==> config.mk <==
export PLATFORM = sky130hd
export DESIGN_NAME = ext_bus_read_wait_control
export DESIGN_NICKNAME = d
export VERILOG_FILES = /design/src/hdl/ext_bus_pkg.sv /design/src/hdl/ext_bus_read_wait_control.sv /design/src/hdl/wait_counter.sv
export SDC_FILE = /design/constraint.sdc
export NUM_CORES = 1
export LEC_CHECK = 0
export ABC_AREA = 1
export BUFFER_PORTS_ARGS = -buffer_cell sky130_fd_sc_hd__buf_2
export CORE_MARGIN = 1
export CORE_UTILIZATION = 40
export DETAILED_ROUTE_END_ITERATION = 8
export HOLD_SLACK_MARGIN = 0.12
export PLACE_DENSITY = 0.73
export SYNTH_ARGS = -nofsm -noshare
export SYNTH_HDL_FRONTEND = slang
export SYNTH_SLANG_ARGS = --single-unit
==> constraint.sdc <==
create_clock -name clk_i -period 1.2 [get_ports clk_i]
set_input_delay 0 -clock clk_i [delete_from_list [all_inputs] [get_ports clk_i]]
set_output_delay 0 -clock clk_i [all_outputs]
set_load 0.02 [all_outputs]
==> src/hdl/ext_bus_pkg.sv <==
// constants and carriers of the external bus strobe and wait-state logic
// Function
// - read strobe low only during an external memory read cycle.
// - read strobe and output-enable strobe are one permanently shared output.
// - external device holds ready low to lengthen a cycle; device honours it.
// - second configuration byte fetch gets first configuration byte's 0-3 minimum waits.
// - chip-select range accesses get that channel's programmed 0-3 minimum waits.
// - after minimum reached, add one wait at a time until ready is high.
// - write strobe low only during an external memory write cycle.
// - pin in special role: config bit set gives combined write, clear gives low-byte write.
package ext_bus_pkg;

  // ****************************************************************
  // widths and codes
  // ****************************************************************
  localparam int unsigned WAIT_W     = 2;
  localparam int unsigned CS_NUM     = 6;
  localparam int unsigned CS_W       = 3;
  localparam int unsigned WSEL_BIT   = 2;
  localparam logic [1:0]  WAIT_RST   = 2'h3;
  localparam logic [7:0]  CFG_REG_RST = 8'h00;

  // ****************************************************************
  // carriers
  // ****************************************************************
  typedef struct packed {
    logic            write;
    logic            cfg1_fetch;
    logic [CS_W-1:0] cs_sel;
  } bus_req_t;

  typedef struct packed {
    logic rd_n;
    logic wr_n;
    logic wr_low_n;
  } strobe_t;

  localparam strobe_t STROBE_IDLE = '{rd_n: 1'b1, wr_n: 1'b1, wr_low_n: 1'b1};

  typedef enum logic [1:0] {
    ST_IDLE = 2'b00,
    ST_MIN  = 2'b01,
    ST_RDY  = 2'b11,
    ST_END  = 2'b10
  } bus_state_t;

endpackage

==> src/hdl/ext_bus_read_wait_control.sv <==
// external bus read/write strobes with programmed and ready wait states
`timescale 1ns/1ns
`default_nettype none
module ext_bus_read_wait_control #(
  parameter int unsigned CS_NUM = ext_bus_pkg::CS_NUM
) (
  // clock and reset
  input  wire logic                                 clk_i,
  input  wire logic                                 rst_i,
  // core request
  input  wire logic                                 req_i,
  input  wire ext_bus_pkg::bus_req_t                req_info_i,
  output logic                                      busy_o,
  output logic                                      done_o,
  // configuration
  input  wire logic [ext_bus_pkg::WAIT_W-1:0]       config_byte_zero_wait_i,
  input  wire logic [CS_NUM*ext_bus_pkg::WAIT_W-1:0] chip_select_bus_control_wait_i,
  input  wire logic [7:0]                           chip_config_reg_zero_i,
  input  wire logic                                 write_special_i,
  // pins
  input  wire logic                                 ready_i,
  output logic                                      rd_oe_n_o,
  output logic                                      wr_pin_n_o,
  output logic                                      write_low_strobe_n_o
);

  ext_bus_pkg::bus_state_t state_ff;
  ext_bus_pkg::bus_state_t nxt_state;
  logic                    write_ff;
  logic                    nxt_write;
  ext_bus_pkg::strobe_t    strobe_ff;
  ext_bus_pkg::strobe_t    nxt_strobe;
  logic [ext_bus_pkg::WAIT_W-1:0] min_wait;
  logic                    load;
  logic                    cnt_zero;
  logic                    cs_valid;
  logic [ext_bus_pkg::WAIT_W-1:0] cs_wait [CS_NUM];
  logic [ext_bus_pkg::WAIT_W-1:0] cs_min_wait;
  logic                    st_idle;
  logic                    st_min;
  logic                    st_rdy;
  logic                    st_end;
  logic                    ready_seen;
  logic                    nxt_min;
  logic                    nxt_rdy;
  logic                    in_cycle;
  logic                    rd_cycle;
  logic                    wr_cycle;
  logic                    pin_special;
  logic                    pin_combined;
  logic                    wr_pin;

  // ****************************************************************
  // state decode
  // ****************************************************************
  assign st_idle = (state_ff == ext_bus_pkg::ST_IDLE);
  assign st_min  = (state_ff == ext_bus_pkg::ST_MIN);
  assign st_rdy  = (state_ff == ext_bus_pkg::ST_RDY);
  assign st_end  = (state_ff == ext_bus_pkg::ST_END);

  // ****************************************************************
  // per-channel minimum waits
  // ****************************************************************
  for (genvar ch = 0; ch < CS_NUM; ch++) begin : g_cs_wait
    assign cs_wait[ch] =
      chip_select_bus_control_wait_i[ch*ext_bus_pkg::WAIT_W +: ext_bus_pkg::WAIT_W];
  end

  // ****************************************************************
  // chip-select range check
  // ****************************************************************
  assign cs_valid = (32'(req_info_i.cs_sel) < CS_NUM);

  // ****************************************************************
  // chip-select minimum lookup
  // ****************************************************************
  always_comb begin
    cs_min_wait = ext_bus_pkg::WAIT_RST;
    for (int ch = 0; ch < CS_NUM; ch++) begin
      if (32'(req_info_i.cs_sel) == 32'(ch)) begin
        cs_min_wait = cs_wait[ch];
      end
    end
  end

  // ****************************************************************
  // minimum wait selection
  // ****************************************************************
  always_comb begin
    if (req_info_i.cfg1_fetch) begin
      min_wait = config_byte_zero_wait_i;
    end else if (cs_valid) begin
      min_wait = cs_min_wait;
    end else begin
      min_wait = ext_bus_pkg::WAIT_RST;
    end
  end

  // ****************************************************************
  // programmed minimum counter
  // ****************************************************************
  assign load = st_idle && req_i;

  wait_counter #(
    .WIDTH (ext_bus_pkg::WAIT_W)
  ) u_wait (
    .clk_i   (clk_i),
    .rst_i   (rst_i),
    .load_i  (load),
    .value_i (min_wait),
    .tick_i  (st_min),
    .zero_o  (cnt_zero)
  );

  // ****************************************************************
  // ready sampling
  // ****************************************************************
  assign ready_seen = st_rdy && ready_i;

  // ****************************************************************
  // cycle sequencer
  // ****************************************************************
  always_comb begin
    nxt_state = state_ff;
    nxt_write = write_ff;
    unique case (state_ff)
      ext_bus_pkg::ST_IDLE: begin
        if (req_i) begin
          nxt_state = ext_bus_pkg::ST_MIN;
          nxt_write = req_info_i.write;
        end
      end
      ext_bus_pkg::ST_MIN: begin
        if (cnt_zero) begin
          nxt_state = ext_bus_pkg::ST_RDY;
        end
      end
      ext_bus_pkg::ST_RDY: begin
        if (ready_seen) begin
          nxt_state = ext_bus_pkg::ST_END;
        end
      end
      ext_bus_pkg::ST_END: begin
        nxt_state = ext_bus_pkg::ST_IDLE;
      end
    endcase
  end

  // ****************************************************************
  // next-state decode
  // ****************************************************************
  assign nxt_min = (nxt_state == ext_bus_pkg::ST_MIN);
  assign nxt_rdy = (nxt_state == ext_bus_pkg::ST_RDY);

  // ****************************************************************
  // strobes
  // ****************************************************************
  assign in_cycle = nxt_min || nxt_rdy;
  assign rd_cycle = in_cycle && !nxt_write;
  assign wr_cycle = in_cycle && nxt_write;

  always_comb begin
    nxt_strobe = ext_bus_pkg::STROBE_IDLE;
    if (wr_cycle) begin
      nxt_strobe.wr_n     = 1'b0;
      nxt_strobe.wr_low_n = 1'b0;
    end
    if (rd_cycle) begin
      nxt_strobe.rd_n = 1'b0;
    end
  end

  // ****************************************************************
  // sequencer registers
  // ****************************************************************
  always_ff @(posedge clk_i or posedge rst_i) begin
    if (rst_i) begin
      state_ff <= ext_bus_pkg::ST_IDLE;
      write_ff <= 1'b0;
    end else begin
      state_ff <= nxt_state;
      write_ff <= nxt_write;
    end
  end

  // ****************************************************************
  // strobe registers
  // ****************************************************************
  always_ff @(posedge clk_i or posedge rst_i) begin
    if (rst_i) begin
      strobe_ff <= ext_bus_pkg::STROBE_IDLE;
    end else begin
      strobe_ff <= nxt_strobe;
    end
  end

  // ****************************************************************
  // shared write pin
  // ****************************************************************
  assign pin_special  = write_special_i;
  assign pin_combined = chip_config_reg_zero_i[ext_bus_pkg::WSEL_BIT];

  always_comb begin
    wr_pin = 1'b1;
    if (pin_special) begin
      if (pin_combined) begin
        wr_pin = strobe_ff.wr_n;
      end else begin
        wr_pin = strobe_ff.wr_low_n;
      end
    end
  end

  // ****************************************************************
  // outputs
  // ****************************************************************
  assign rd_oe_n_o            = strobe_ff.rd_n;
  assign write_low_strobe_n_o = strobe_ff.wr_low_n;
  assign wr_pin_n_o           = wr_pin;
  assign busy_o               = !st_idle;
  assign done_o               = st_end;

endmodule // ext_bus_read_wait_control
`default_nettype wire

==> src/hdl/wait_counter.sv <==
// counter of programmed minimum wait states
`timescale 1ns/1ns
`default_nettype none
module wait_counter #(
  parameter int unsigned WIDTH = 2
) (
  // clock and reset
  input  wire logic             clk_i,
  input  wire logic             rst_i,
  // control
  input  wire logic             load_i,
  input  wire logic [WIDTH-1:0] value_i,
  input  wire logic             tick_i,
  // status
  output logic                  zero_o
);

  logic [WIDTH-1:0] cnt_ff;
  logic [WIDTH-1:0] nxt_cnt;

  // ****************************************************************
  // next count
  // ****************************************************************
  always_comb begin
    nxt_cnt = cnt_ff;
    if (load_i) begin
      nxt_cnt = value_i;
    end else if (tick_i && cnt_ff != '0) begin
      nxt_cnt = cnt_ff - WIDTH'(1);
    end
  end

  always_ff @(posedge clk_i or posedge rst_i) begin
    if (rst_i) begin
      cnt_ff <= '0;
    end else begin
      cnt_ff <= nxt_cnt;
    end
  end

  assign zero_o = (cnt_ff == '0);

endmodule // wait_counter
`default_nettype wire

==> results of run 1 <==
cell families after synthesis:
family	after synthesis	synth area share
adder cells (fa/ha/maj)	1	0.02232
AO/OA/AOI/OAI	9	0.09821
buffers and inverters	20	0.1473
flip-flops	7	0.3170
AND/OR/NAND/NOR	49	0.4152
cells in the final DEF (no fill, tap or decap):
cell,instances
inv_1,15
a21oi_1,5
nor2_1,7
dfstp_2,2
ha_1,1
nor3_1,2
o21a_1,1
nor3_2,1
nand2_2,1
or2_1,1
buf_4,2
dlygate4sd3_1,8
inv_2,4
nand3_1,7
nand2_1,24
clkbuf_4,3
o21ai_2,1
a21oi_2,1
nor3_4,1
o21ai_1,1
dfrtp_1,5
buf_2,28
clkbuf_1,1
nor2_2,3
nand2_4,1
nand3b_1,1
path summary, 6_finish.rpt:
check | start | end | slack [ps] | cells past startpoint
worst max register to register | u_wait.cnt_ff[0] | u_wait.cnt_ff[1] | 90 | 7
worst max-delay path | u_wait.cnt_ff[0] | u_wait.cnt_ff[1] | 90 | 7
worst min register to register | u_wait.cnt_ff[1] | u_wait.cnt_ff[1] | 530 | 2
worst min-delay path | chip_select_bus_control_wait_i[8] | u_wait.cnt_ff[0] | 140 | 7
min in group asynchronous | rst_i | state_ff[0] | 220 | 3
max in group asynchronous | rst_i | write_low_strobe_n_o | 700 | 3
power by group through the flow:
stage          combinational, W  sequential (W)  clock [W]
5_1_grt                0.000898        0.000440   0.000232
4_1_cts                0.000774        0.000422   0.000219
2_1_floorplan          0.000465        0.000465          0
6_report               0.000780        0.000428   0.000212
3_5_place_dp           0.000751        0.000426          0
3_3_place_gp           0.000720        0.000414          0
cell usage after synthesis (all sizes together):
cell type,n
buf,1
ha,1
inv,19
nor3,4
nand3,7
nor2,10
dfrtp,5
o21a,1
nand3b,1
dfstp,2
o21ai,2
nand2,26
a21oi,6
or2,1
metal layers:
layer,vias up,share of wire,GRT usage
li1,343,-,-
met1,271,0.40,0.2000
met2,23,0.55,0.3975
met3,2,0.042,0.05114
met4,0,0.010,0.1034
met5,-,0,0
layout make-up:
class                           instances  area, um2
Inverter                               19      71.32
Multi-Input combinational cell         59      305.3
Timing Repair Buffer                   38      235.2
Fill cell                             132      466.7
Sequential cell                         7      177.7
Tap cell                               15      18.77
Clock buffer                            4      26.28
registers in the layout, indices dropped and copies added (netlist names):
name,cells
rd_oe_n_o,1
state_ff,2
u_wait.cnt_ff,2
write_ff,1
write_low_strobe_n_o,1
stage by stage:
step / util / area [um2] / power, W / setup TNS [ps]
2_1_floorplan: - / 560.5 / 0.0009300 / 0
3_3_place_gp: 0.5558 / 723.2 / 0.001134 / 0
3_5_place_dp: 0.5558 / 723.2 / 0.001177 / 0
4_1_cts: 0.6375 / 829.5 / 0.001416 / 0
5_1_grt: 0.6413 / 834.6 / 0.001570 / -33.66
6_report: 0.6413 / 834.6 / 0.001420 / 0
repair_timing:
item / CTS / global route
endpoints found under the hold margin: 13 / 0
setup endpoints to repair: 0 / 3
hold buffers: 8 / 0
buffers inserted: 0 / 0
gates resized for setup: 0 / 3
worst register-to-register path: cells and delay by family (launching register included):
kind                     cells  cell delay (ps)
adder cells (fa/ha/maj)      1              170
AND/OR/NAND/NOR              3              160
AO/OA/AOI/OAI                1              120
buffers and inverters        2              230
flip-flops                   1              360
==> run_results.csv, run 1 <==
group,metric,value,unit
pwr,irDropWorstVdd,0.7034,mV
critical_path,worstSetupPathType,"flop to flop",
timing,fin_crit_sh,0.9291,
detailed_routing,first_iter_violations,12,
global_route,grt_first_pass_wirelength,2.145,mm
timing,timing.fmax,896.9,MHz
pwr,p_int,0.0008231,W
synth,synth_area_per_cell,6.518,um2
pwr,comb_power_share,0.549,
critical_path,critPathTopFamily,"flip-flops",
pwr,pwr-share-seq,0.301,
synth,yosysSeqAreaShare,0.3170,
clock_network,clk_latency,250,ps
critical_path,cp_max_fo,3,
place,place.gp.congestion,0.7727,
layout,nets,161,
synth,synth_area_leaders,"dfrtp_1 (22%), nand2_1 (16%), inv_1 (10%), dfstp_2 (9.4%), nand3_1 (6.3%)",
status,violations,"DRC",
clock_network,numCtsBuffers,3,
timing,setup_violations,0,
floorplan,row_count,13,
clock_network,cts-htree-levels,1,
critical_path,cp-end-kind,"flop",
synth,ys_seq_elements,7,
floorplan,placeableCoreArea,1301,um2
critical_path,cp_num_buf_inv,2,
timing,fin_worst_skew,6.350,ps
global_route,grt_pass1_vias,604,
place,place_inst,130,
place,io_buffers,28,
timing,setup_slack,85.07,ps
clock_network,cts_root_buf,"clkbuf_4",
critical_path,crit_chain,"inv_1 > ha_1 > nor2_2 > buf_4 > nand3_1 > nand2_1 > a21oi_2",
layout,layout-drive-gt1-share,0.3780,
global_route,grt_antenna_before_repair,0,
synth,syn_nets,119,
pwr,p_sw_frac,0.4203,
detailed_routing,remaining_drc_errors,2,
timing,fin_crit,1115,ps
layout,area_growth,48.88,%
clock_network,cts_tree,"yes",
floorplan,dieArea,1555,um2
place,dp_hpwl,993.8,um
status,status,"finished, violations left",
critical_path,crit_path_start_kind,"flop",
detailed_routing,routed_wl,1.286,mm
critical_path,crit_path_max_incr_delay,360,ps
global_route,grt_use_total,0.2080,
floorplan,die_h,39.44,um
synth,yosys_warnings,0,
timing,relSlewSlack,0.8214,
hold_path,hp-class,"input port to flop",
clock_network,clock_sinks,7,
floorplan,ios,37,
critical_path,arrival,1290,ps
place,place_ws,37.32,ps
synth,ys_types,22,
clock_network,cts.clk_slew.worst_paths,50,ps
clock_network,clockBufferDepth,2,
synth,yosys.area.top_type,"dfrtp_1",
detailed_routing,via_per_inst,4.500,
synth,synth_area,560.5,um2
layout,instances_no_fill,142,
timing,slew_viol_final,0,
global_route,grt_max_degree,9,
pwr,p_leak,0.4796,nW
timing,timing.final.hold_violations,0,
flow_run,maxCapViolCount,0,
timing,tightest_slew,267.6,ps
detailed_routing,ant_nets,0,
pwr,switching_power,0.0005968,W
synth,netlist.area_leader.share,0.2232,
pwr,powerDensity,1701,nW/um2
detailed_routing,avgRoutedWirePerCell,9.056,um
floorplan,initial_core_util,0.4308,
layout,diodes,0,
pwr,clkPwrFrac,0.149,
floorplan,fp.dieW,39.44,um
synth,synthCells,86,
timing,hold_slack,137.2,ps
critical_path,cp_slowest_cell,"dfrtp_1",
global_route,gr-total-overflow,0,
critical_path,critPathRequiredTime,1380,ps
timing,rsz0062_at_grt,"true",
detailed_routing,dr.pass1.iters,5,
detailed_routing,num_vias,639,
No activity file was read; power rests on OpenSTA's default activity.
==> inputs of run 2 (changes only) <==
--- a/config.mk
+++ b/config.mk
@@ -12,6 +12,7 @@
 export DETAILED_ROUTE_END_ITERATION = 8
 export HOLD_SLACK_MARGIN = 0.12
 export PLACE_DENSITY = 0.73
+export SKIP_LAST_GASP = 1
 export SYNTH_ARGS = -nofsm -noshare
 export SYNTH_HDL_FRONTEND = slang
 export SYNTH_SLANG_ARGS = --single-unit
==> constraint.sdc (replaced) <==
create_clock -name clk_i -period 1.25 [get_ports clk_i]
set_input_delay 0 -clock clk_i [delete_from_list [all_inputs] [get_ports clk_i]]
set_output_delay 0 -clock clk_i [all_outputs]
set_load 0.02 [all_outputs]
==> run 2 against run 1 <==
The run still ends with DRC left. Register-to-register slack about the same. Clock power down 4%. Hold slack unchanged. Sequential share of layout area up 0.064 points. Die area unchanged. Via count up 0.16%. Sequential power down 5.1%. Clock skew about the same. Clock-buffer cell count unchanged. Largest cell class unchanged.
==> run_results.csv, run 2 (synthesis results as in run 1) <==
group,metric,value,unit
place,dp_hpwl,993.8,um
timing,setup-tns-final,0,ps
clock_network,numCtsBuffers,3,
floorplan,dieArea,1555,um2
pwr,p_sw_frac,0.4197,
layout,final_common_cell,"buf_2",
clock_network,cts-htree-levels,1,
timing,setup_slack,86.02,ps
layout,nets,161,
layout,nFillCells,133,
clock_network,clock_sinks,7,
detailed_routing,dr.pass1.iters,5,
detailed_routing,num_vias,640,
critical_path,critPathCapture,"write_low_strobe_n_o",
layout,diodes,0,
pwr,totalPowerFinal,0.001355,W
global_route,grt_max_degree,9,
timing,hold_slack,137.2,ps
critical_path,crit_path_start_kind,"flop",
timing,timing.final.hold_violations,0,
pwr,clkPwrFrac,0.150,
timing,fin_crit_sh,0.9312,
pwr,switching_power,0.0005688,W
critical_path,worstSetupStartpoint,"state_ff[1]",
pwr,pwr-share-seq,0.300,
detailed_routing,routed_wl,1.286,mm
layout,largestRegisters,"state_ff: 2 flops, u_wait.cnt_ff: 2 flops",
layout,layout-drive-gt1-share,0.3701,
pwr,irDropWorstVdd,0.6715,mV
layout,multiInputGateArea,302.8,um2
pwr,p_leak,0.4796,nW
floorplan,fp.dieW,39.44,um
critical_path,worstSetupPathType,"flop to flop",
global_route,gr-total-overflow,0,
clock_network,cts_tree,"yes",
place,placed_area,723.2,um2
layout,seqCellArea,177.7,um2
status,status,"finished, violations left",
flow_run,maxCapViolCount,0,
pwr,powerDensity,1629,nW/um2
global_route,grt_antenna_before_repair,0,
timing,fin_crit,1164,ps
timing,fin_worst_skew,6.350,ps
pwr,comb_power_share,0.550,
layout,area_growth,48.44,%
clock_network,cts.clk_slew.worst_paths,50,ps
timing,relSlewSlack,0.8214,
floorplan,initial_core_util,0.4308,
clock_network,clk_latency,250,ps
floorplan,ios,37,
detailed_routing,first_iter_violations,11,
place,place.gp.congestion,0.7727,
status,violations,"DRC",
hold_path,hp-class,"input port to flop",
critical_path,worstReg2RegStart,"state_ff[1]",
critical_path,arrival,1340,ps
floorplan,die_h,39.44,um
layout,finalInstanceArea,832.0,um2
timing,slew_viol_final,0,
critical_path,cp-end-kind,"flop",
clock_network,clockBufferDepth,2,
pwr,p_int,0.0007865,W
detailed_routing,via_per_inst,4.507,
hold_path,holdCritStartpoint,"chip_select_bus_control_wait_i[8]",
clock_network,cts_root_buf,"clkbuf_4",
critical_path,r2r.worst_path.cells,7,
floorplan,placeableCoreArea,1301,um2
floorplan,row_count,13,
timing,setup_violations,0,
detailed_routing,avgRoutedWirePerCell,9.056,um
place,place_ws,87.32,ps
timing,timing.fmax,859.1,MHz
critical_path,rrSetupSlack,90,ps
place,io_buffers,28,
global_route,grt_use_total,0.2080,
global_route,grt_first_pass_wirelength,2.145,mm
detailed_routing,remaining_drc_errors,2,
timing,tightest_slew,267.7,ps
layout,layout_common_cells,"buf_2 (28), nand2_1 (24), inv_1 (15), nor2_1 (8), dlygate4sd3_1 (8)",
critical_path,cp_max_fo,7,
timing,rsz0062_at_grt,"true",
global_route,grt_pass1_vias,604,
critical_path,reg2reg_to,"write_low_strobe_n_o",
detailed_routing,ant_nets,0,
hold_path,holdPathStages,7,
critical_path,critPathRequiredTime,1420,ps
run 2: cell counts in the layout (fill, tap and decap cells not counted):
No cell type changed its count.
run 2: worst min path at each step:
stage,slack [ps],end
2_1_floorplan,-200,state_ff[0]
3_3_place_gp,-70,state_ff[0]
3_5_place_dp,-60,state_ff[0]
4_1_cts,140,u_wait.cnt_ff[0]
5_1_grt,210,u_wait.cnt_ff[1]
6_report,140,u_wait.cnt_ff[0]
run 2: metrics by stage:
stage / std cells / util
after global placement: 130 / 0.5558
after detailed placement: 130 / 0.5558
after global routing: 142 / 0.6394
after floorplan: 86 / -
final: 142 / 0.6394
after CTS: 142 / 0.6375
run 2: per-layer routing:
layer  global-route usage  up-vias  part of all wire
met1               0.2000      272              0.40
met3              0.05114        2             0.042
met4               0.1034        0             0.010
met2               0.3975       23              0.55
li1                     -      343                 -
met5                    0        -                 0
run 2: final cells by class:
cell class              instances  area share
clock buffers                   4     0.03158
multi-input cells              59      0.3639
inverters                      19     0.08571
flip-flops and latches          7      0.2135
repair buffers                 38      0.2827
well taps                      15     0.02256
run 2: what timing repair did:
| item | in CTS | in global routing |
|---|---|---|
| hold endpoints to repair | 13 | 0 |
| hold buffers | 8 | 0 |
| resized for setup | 0 | 2 |
| endpoints found under the setup margin | 0 | 1 |
| setup buffers | 0 | 0 |
run 2: power groups by stage:
stage | sequential [W] | combinational, W | clock (W)
finish | 0.000406 | 0.000745 | 0.000204
global route | 0.000417 | 0.000858 | 0.000223
CTS | 0.000405 | 0.000743 | 0.000211
detailed placement | 0.000409 | 0.000721 | 0
global placement | 0.000398 | 0.000691 | 0
floorplan | 0.000446 | 0.000446 | 0
run 2: worst max-delay path, stage by stage (launching register included):
cell and delay (ps):
dfrtp_1 410, nor2_1 220, nand2_4 120, inv_2 70, or2_1 100, o21ai_2 60, inv_2 50, nand2_1 50
==> inputs of run 3 (changes only) <==
--- a/config.mk
+++ b/config.mk
@@ -11,8 +11,9 @@
 export CORE_UTILIZATION = 40
 export DETAILED_ROUTE_END_ITERATION = 8
 export HOLD_SLACK_MARGIN = 0.12
-export PLACE_DENSITY = 0.73
+export PLACE_DENSITY = 0.87
 export SKIP_LAST_GASP = 1
 export SYNTH_ARGS = -nofsm -noshare
 export SYNTH_HDL_FRONTEND = slang
+export SYNTH_HIERARCHICAL = 1
 export SYNTH_SLANG_ARGS = --single-unit
==> run 3 against run 2 <==
The flow now finishes without violations. Critical path depth stayed put. Cell area is 5.3% lower. Synthesized area is 1.8% higher. Setup slack better by 39 ps. Combinational power is 14% lower. Clock-buffer cell count stayed put. Clock skew is 1.0 ps lower. Wire length is 1.2% lower. Critical endpoint unchanged.
==> run_results.csv, run 3 <==
group,metric,value,unit
status,status,"finished, final reports clean",
synth,synthSimpleGateAreaFrac,0.4189,
pwr,irDropWorstVdd,0.4660,mV
timing,fin_crit,1125,ps
detailed_routing,remaining_drc_errors,0,
pwr,switching_power,0.0005476,W
place,io_buffers,28,
timing,timing.final.hold_violations,0,
synth,synthMuxAreaShare,0,
synth,ys_types,17,
place,dp_hpwl,977.5,um
detailed_routing,ant_nets,0,
layout,final_common_cell,"buf_2",
critical_path,reg2reg_to,"write_low_strobe_n_o",
timing,slew_viol_final,0,
detailed_routing,first_iter_violations,4,
synth,yosys_warnings,6,
pwr,pwr-share-seq,0.339,
detailed_routing,via_per_inst,4.479,
synth,async_flop_share,1.000,
detailed_routing,dr.pass1.iters,4,
synth,synth-edff-count,0,
timing,fin_crit_sh,0.8999,
detailed_routing,avgRoutedWirePerCell,8.819,um
timing,setup_slack,125.1,ps
critical_path,critPathRequiredTime,1430,ps
place,place_ws,63.61,ps
clock_network,cts_tree,"yes",
timing,relSlewSlack,0.8578,
synth,ys_seq_elements,7,
layout,nets,163,
floorplan,ios,37,
critical_path,cp-end-kind,"flop",
synth,yosysSeqAreaShare,0.3114,
timing,setup-tns-final,0,ps
place,place.gp.congestion,0.7179,
layout,largestRegisters,"state_ff: 2 flops, u_wait/cnt_ff: 2 flops",
timing,fin_worst_skew,5.333,ps
floorplan,initial_core_util,0.4330,
clock_network,cts-htree-levels,1,
clock_network,clk_latency,250,ps
critical_path,arrival,1310,ps
synth,synth-xor-area-share,0,
synth,netlist.area_leader.share,0.2193,
synth,synthAdderAreaFrac,0.02193,
detailed_routing,num_vias,645,
timing,tightest_slew,211.1,ps
layout,layout-drive-gt1-share,0.3333,
synth,yosys-top-cells-count,"nand2_1 (27), inv_1 (19), nand3_1 (11)",
synth,synth_top_family_by_area,"simple AND/OR/NAND/NOR gates",
clock_network,cts.clk_slew.worst_paths,50,ps
layout,diodes,0,
flow_run,maxCapViolCount,0,
synth,synth_compound_area_frac,0.08333,
detailed_routing,routed_wl,1.270,mm
clock_network,numCtsBuffers,3,
pwr,p_sw_frac,0.4309,
global_route,grt_first_pass_wirelength,2.021,mm
synth,yosys.area.top_type,"dfrtp_1",
layout,nFillCells,130,
critical_path,cp_max_fo,6,
critical_path,rrSetupSlack,130,ps
floorplan,fp.dieW,39.77,um
floorplan,row_count,13,
pwr,comb_power_share,0.503,
timing,timing.fmax,889.0,MHz
synth,synthCells,94,
global_route,gr-total-overflow,0,
clock_network,clockBufferDepth,2,
critical_path,crit_path_start_kind,"flop",
clock_network,cts_root_buf,"clkbuf_4",
global_route,grt_use_total,0.1960,
pwr,clkPwrFrac,0.158,
clock_network,clock_sinks,7,
pwr,p_leak,0.4732,nW
pwr,p_int,0.0007234,W
global_route,grt_pass1_vias,561,
critical_path,r2r.worst_path.cells,7,
synth,synth_area_leaders,"dfrtp_1 (22%), nand2_1 (18%), inv_1 (13%), nand3_1 (9.6%), dfstp_2 (9.2%)",
synth,synth_area,570.5,um2
clock_network,postCtsSetupBuffers,0,
global_route,grt_antenna_before_repair,0,
hold_path,hp-class,"input port to asynchronous set/reset pin",
floorplan,placeableCoreArea,1318,um2
critical_path,worstReg2RegStart,"state_ff[1]",
floorplan,dieArea,1581,um2
synth,synth_most_common_cell,"nand2_1",
layout,area_growth,38.16,%
timing,rsz0062_at_grt,"false",
pwr,powerDensity,1612,nW/um2
global_route,grt_max_degree,9,
critical_path,worstSetupPathType,"flop to flop",
synth,synth_ff_type,"dfrtp_1",
synth,syn_nets,127,
synth,synth_area_per_cell,6.070,um2
layout,layout_common_cells,"buf_2 (28), nand2_1 (27), inv_1 (18), nand3_1 (11), nor2_1 (10)",
floorplan,die_h,39.77,um
timing,setup_violations,0,
==> run 3: cell count changes after synthesis, moves of 3 or more <==
cell     change
a21oi_1      -4
nand3_1      +4
inv_1        +4
o21ai_0      +4
nand2_1      +3
==> run 3: how the worst max path moves through the flow <==
stage | start | end | slack (ps) | cells past startpoint
finish | state_ff[1] | write_low_strobe_n_o | 130 | 7
global route | u_wait/cnt_ff[0] | u_wait/cnt_ff[1] | 20 | 5
CTS | state_ff[1] | write_low_strobe_n_o | 60 | 7
detailed placement | state_ff[1] | write_low_strobe_n_o | 60 | 7
global placement | state_ff[1] | write_low_strobe_n_o | 100 | 7
floorplan | state_ff[1] | write_low_strobe_n_o | 190 | 7
==> run 3: logic make-up after synthesis <==
logic type / count (synthesis)
flip-flops: 7
AO/OA/AOI/OAI: 8
adder cells (fa/ha/maj): 1
AND/OR/NAND/NOR: 54
buffers and inverters: 24
==> run 3: layer usage <==
layer / vias to the layer above / part of all wire / wire [um] / global-route usage
met4: 0 / 0 / 0 / 0.1293
met5: - / 0 / 0 / 0
met2: 21 / 0.53 / 672 / 0.3689
met1: 267 / 0.44 / 554 / 0.1993
li1: 357 / - / - / -
met3: 0 / 0.034 / 43 / 0.01705
==> run 3: through the flow <==
stage               power (W)  cell area [um2]  hold slack [ps]  std cells  utilization
finish               0.001271            788.3            155.8        144       0.5983
global route         0.001423            788.3            176.9        144       0.5983
CTS                  0.001281            788.3            148.6        144       0.5983
detailed placement   0.001059            721.9           -136.3        136       0.5480
global placement     0.001015            721.9           -136.0        136       0.5480
floorplan           0.0008703            570.5           -258.8         94            -
==> run 3: power by group through the flow <==
stage | clock, W | combinational (W) | sequential, W
final | 0.000201 | 0.000639 | 0.000430
after global routing | 0.000232 | 0.000749 | 0.000442
after detailed placement | 0 | 0.000627 | 0.000432
after floorplan | 0 | 0.000417 | 0.000454
after CTS | 0.000211 | 0.000640 | 0.000430
after global placement | 0 | 0.000592 | 0.000423
==> run 3: critical path, stage by stage, from the launching register on <==
cell and delay (ps):
dfrtp_1 420, nor2_1 130, nand2_1 90, inv_2 100
or2_1 100, o21ai_0 90, inv_1 80, nand2_1 50
==> run 3: area by class of cell <==
class | instances | area, um2 | share of cell area
sequential | 7 | 177.7 | 0.2254
timing repair buffer | 32 | 180.2 | 0.2286
inverter | 23 | 86.33 | 0.1095
clock buffer | 4 | 26.28 | 0.03333
tap | 15 | 18.77 | 0.02381
multi-input combinational | 63 | 299.0 | 0.3794
==> run 3: what timing repair did <==
item	CTS	global route
hold buffers	4	0
endpoints found under the hold margin	11	0
setup endpoints to repair	0	2
resized for setup	0	1
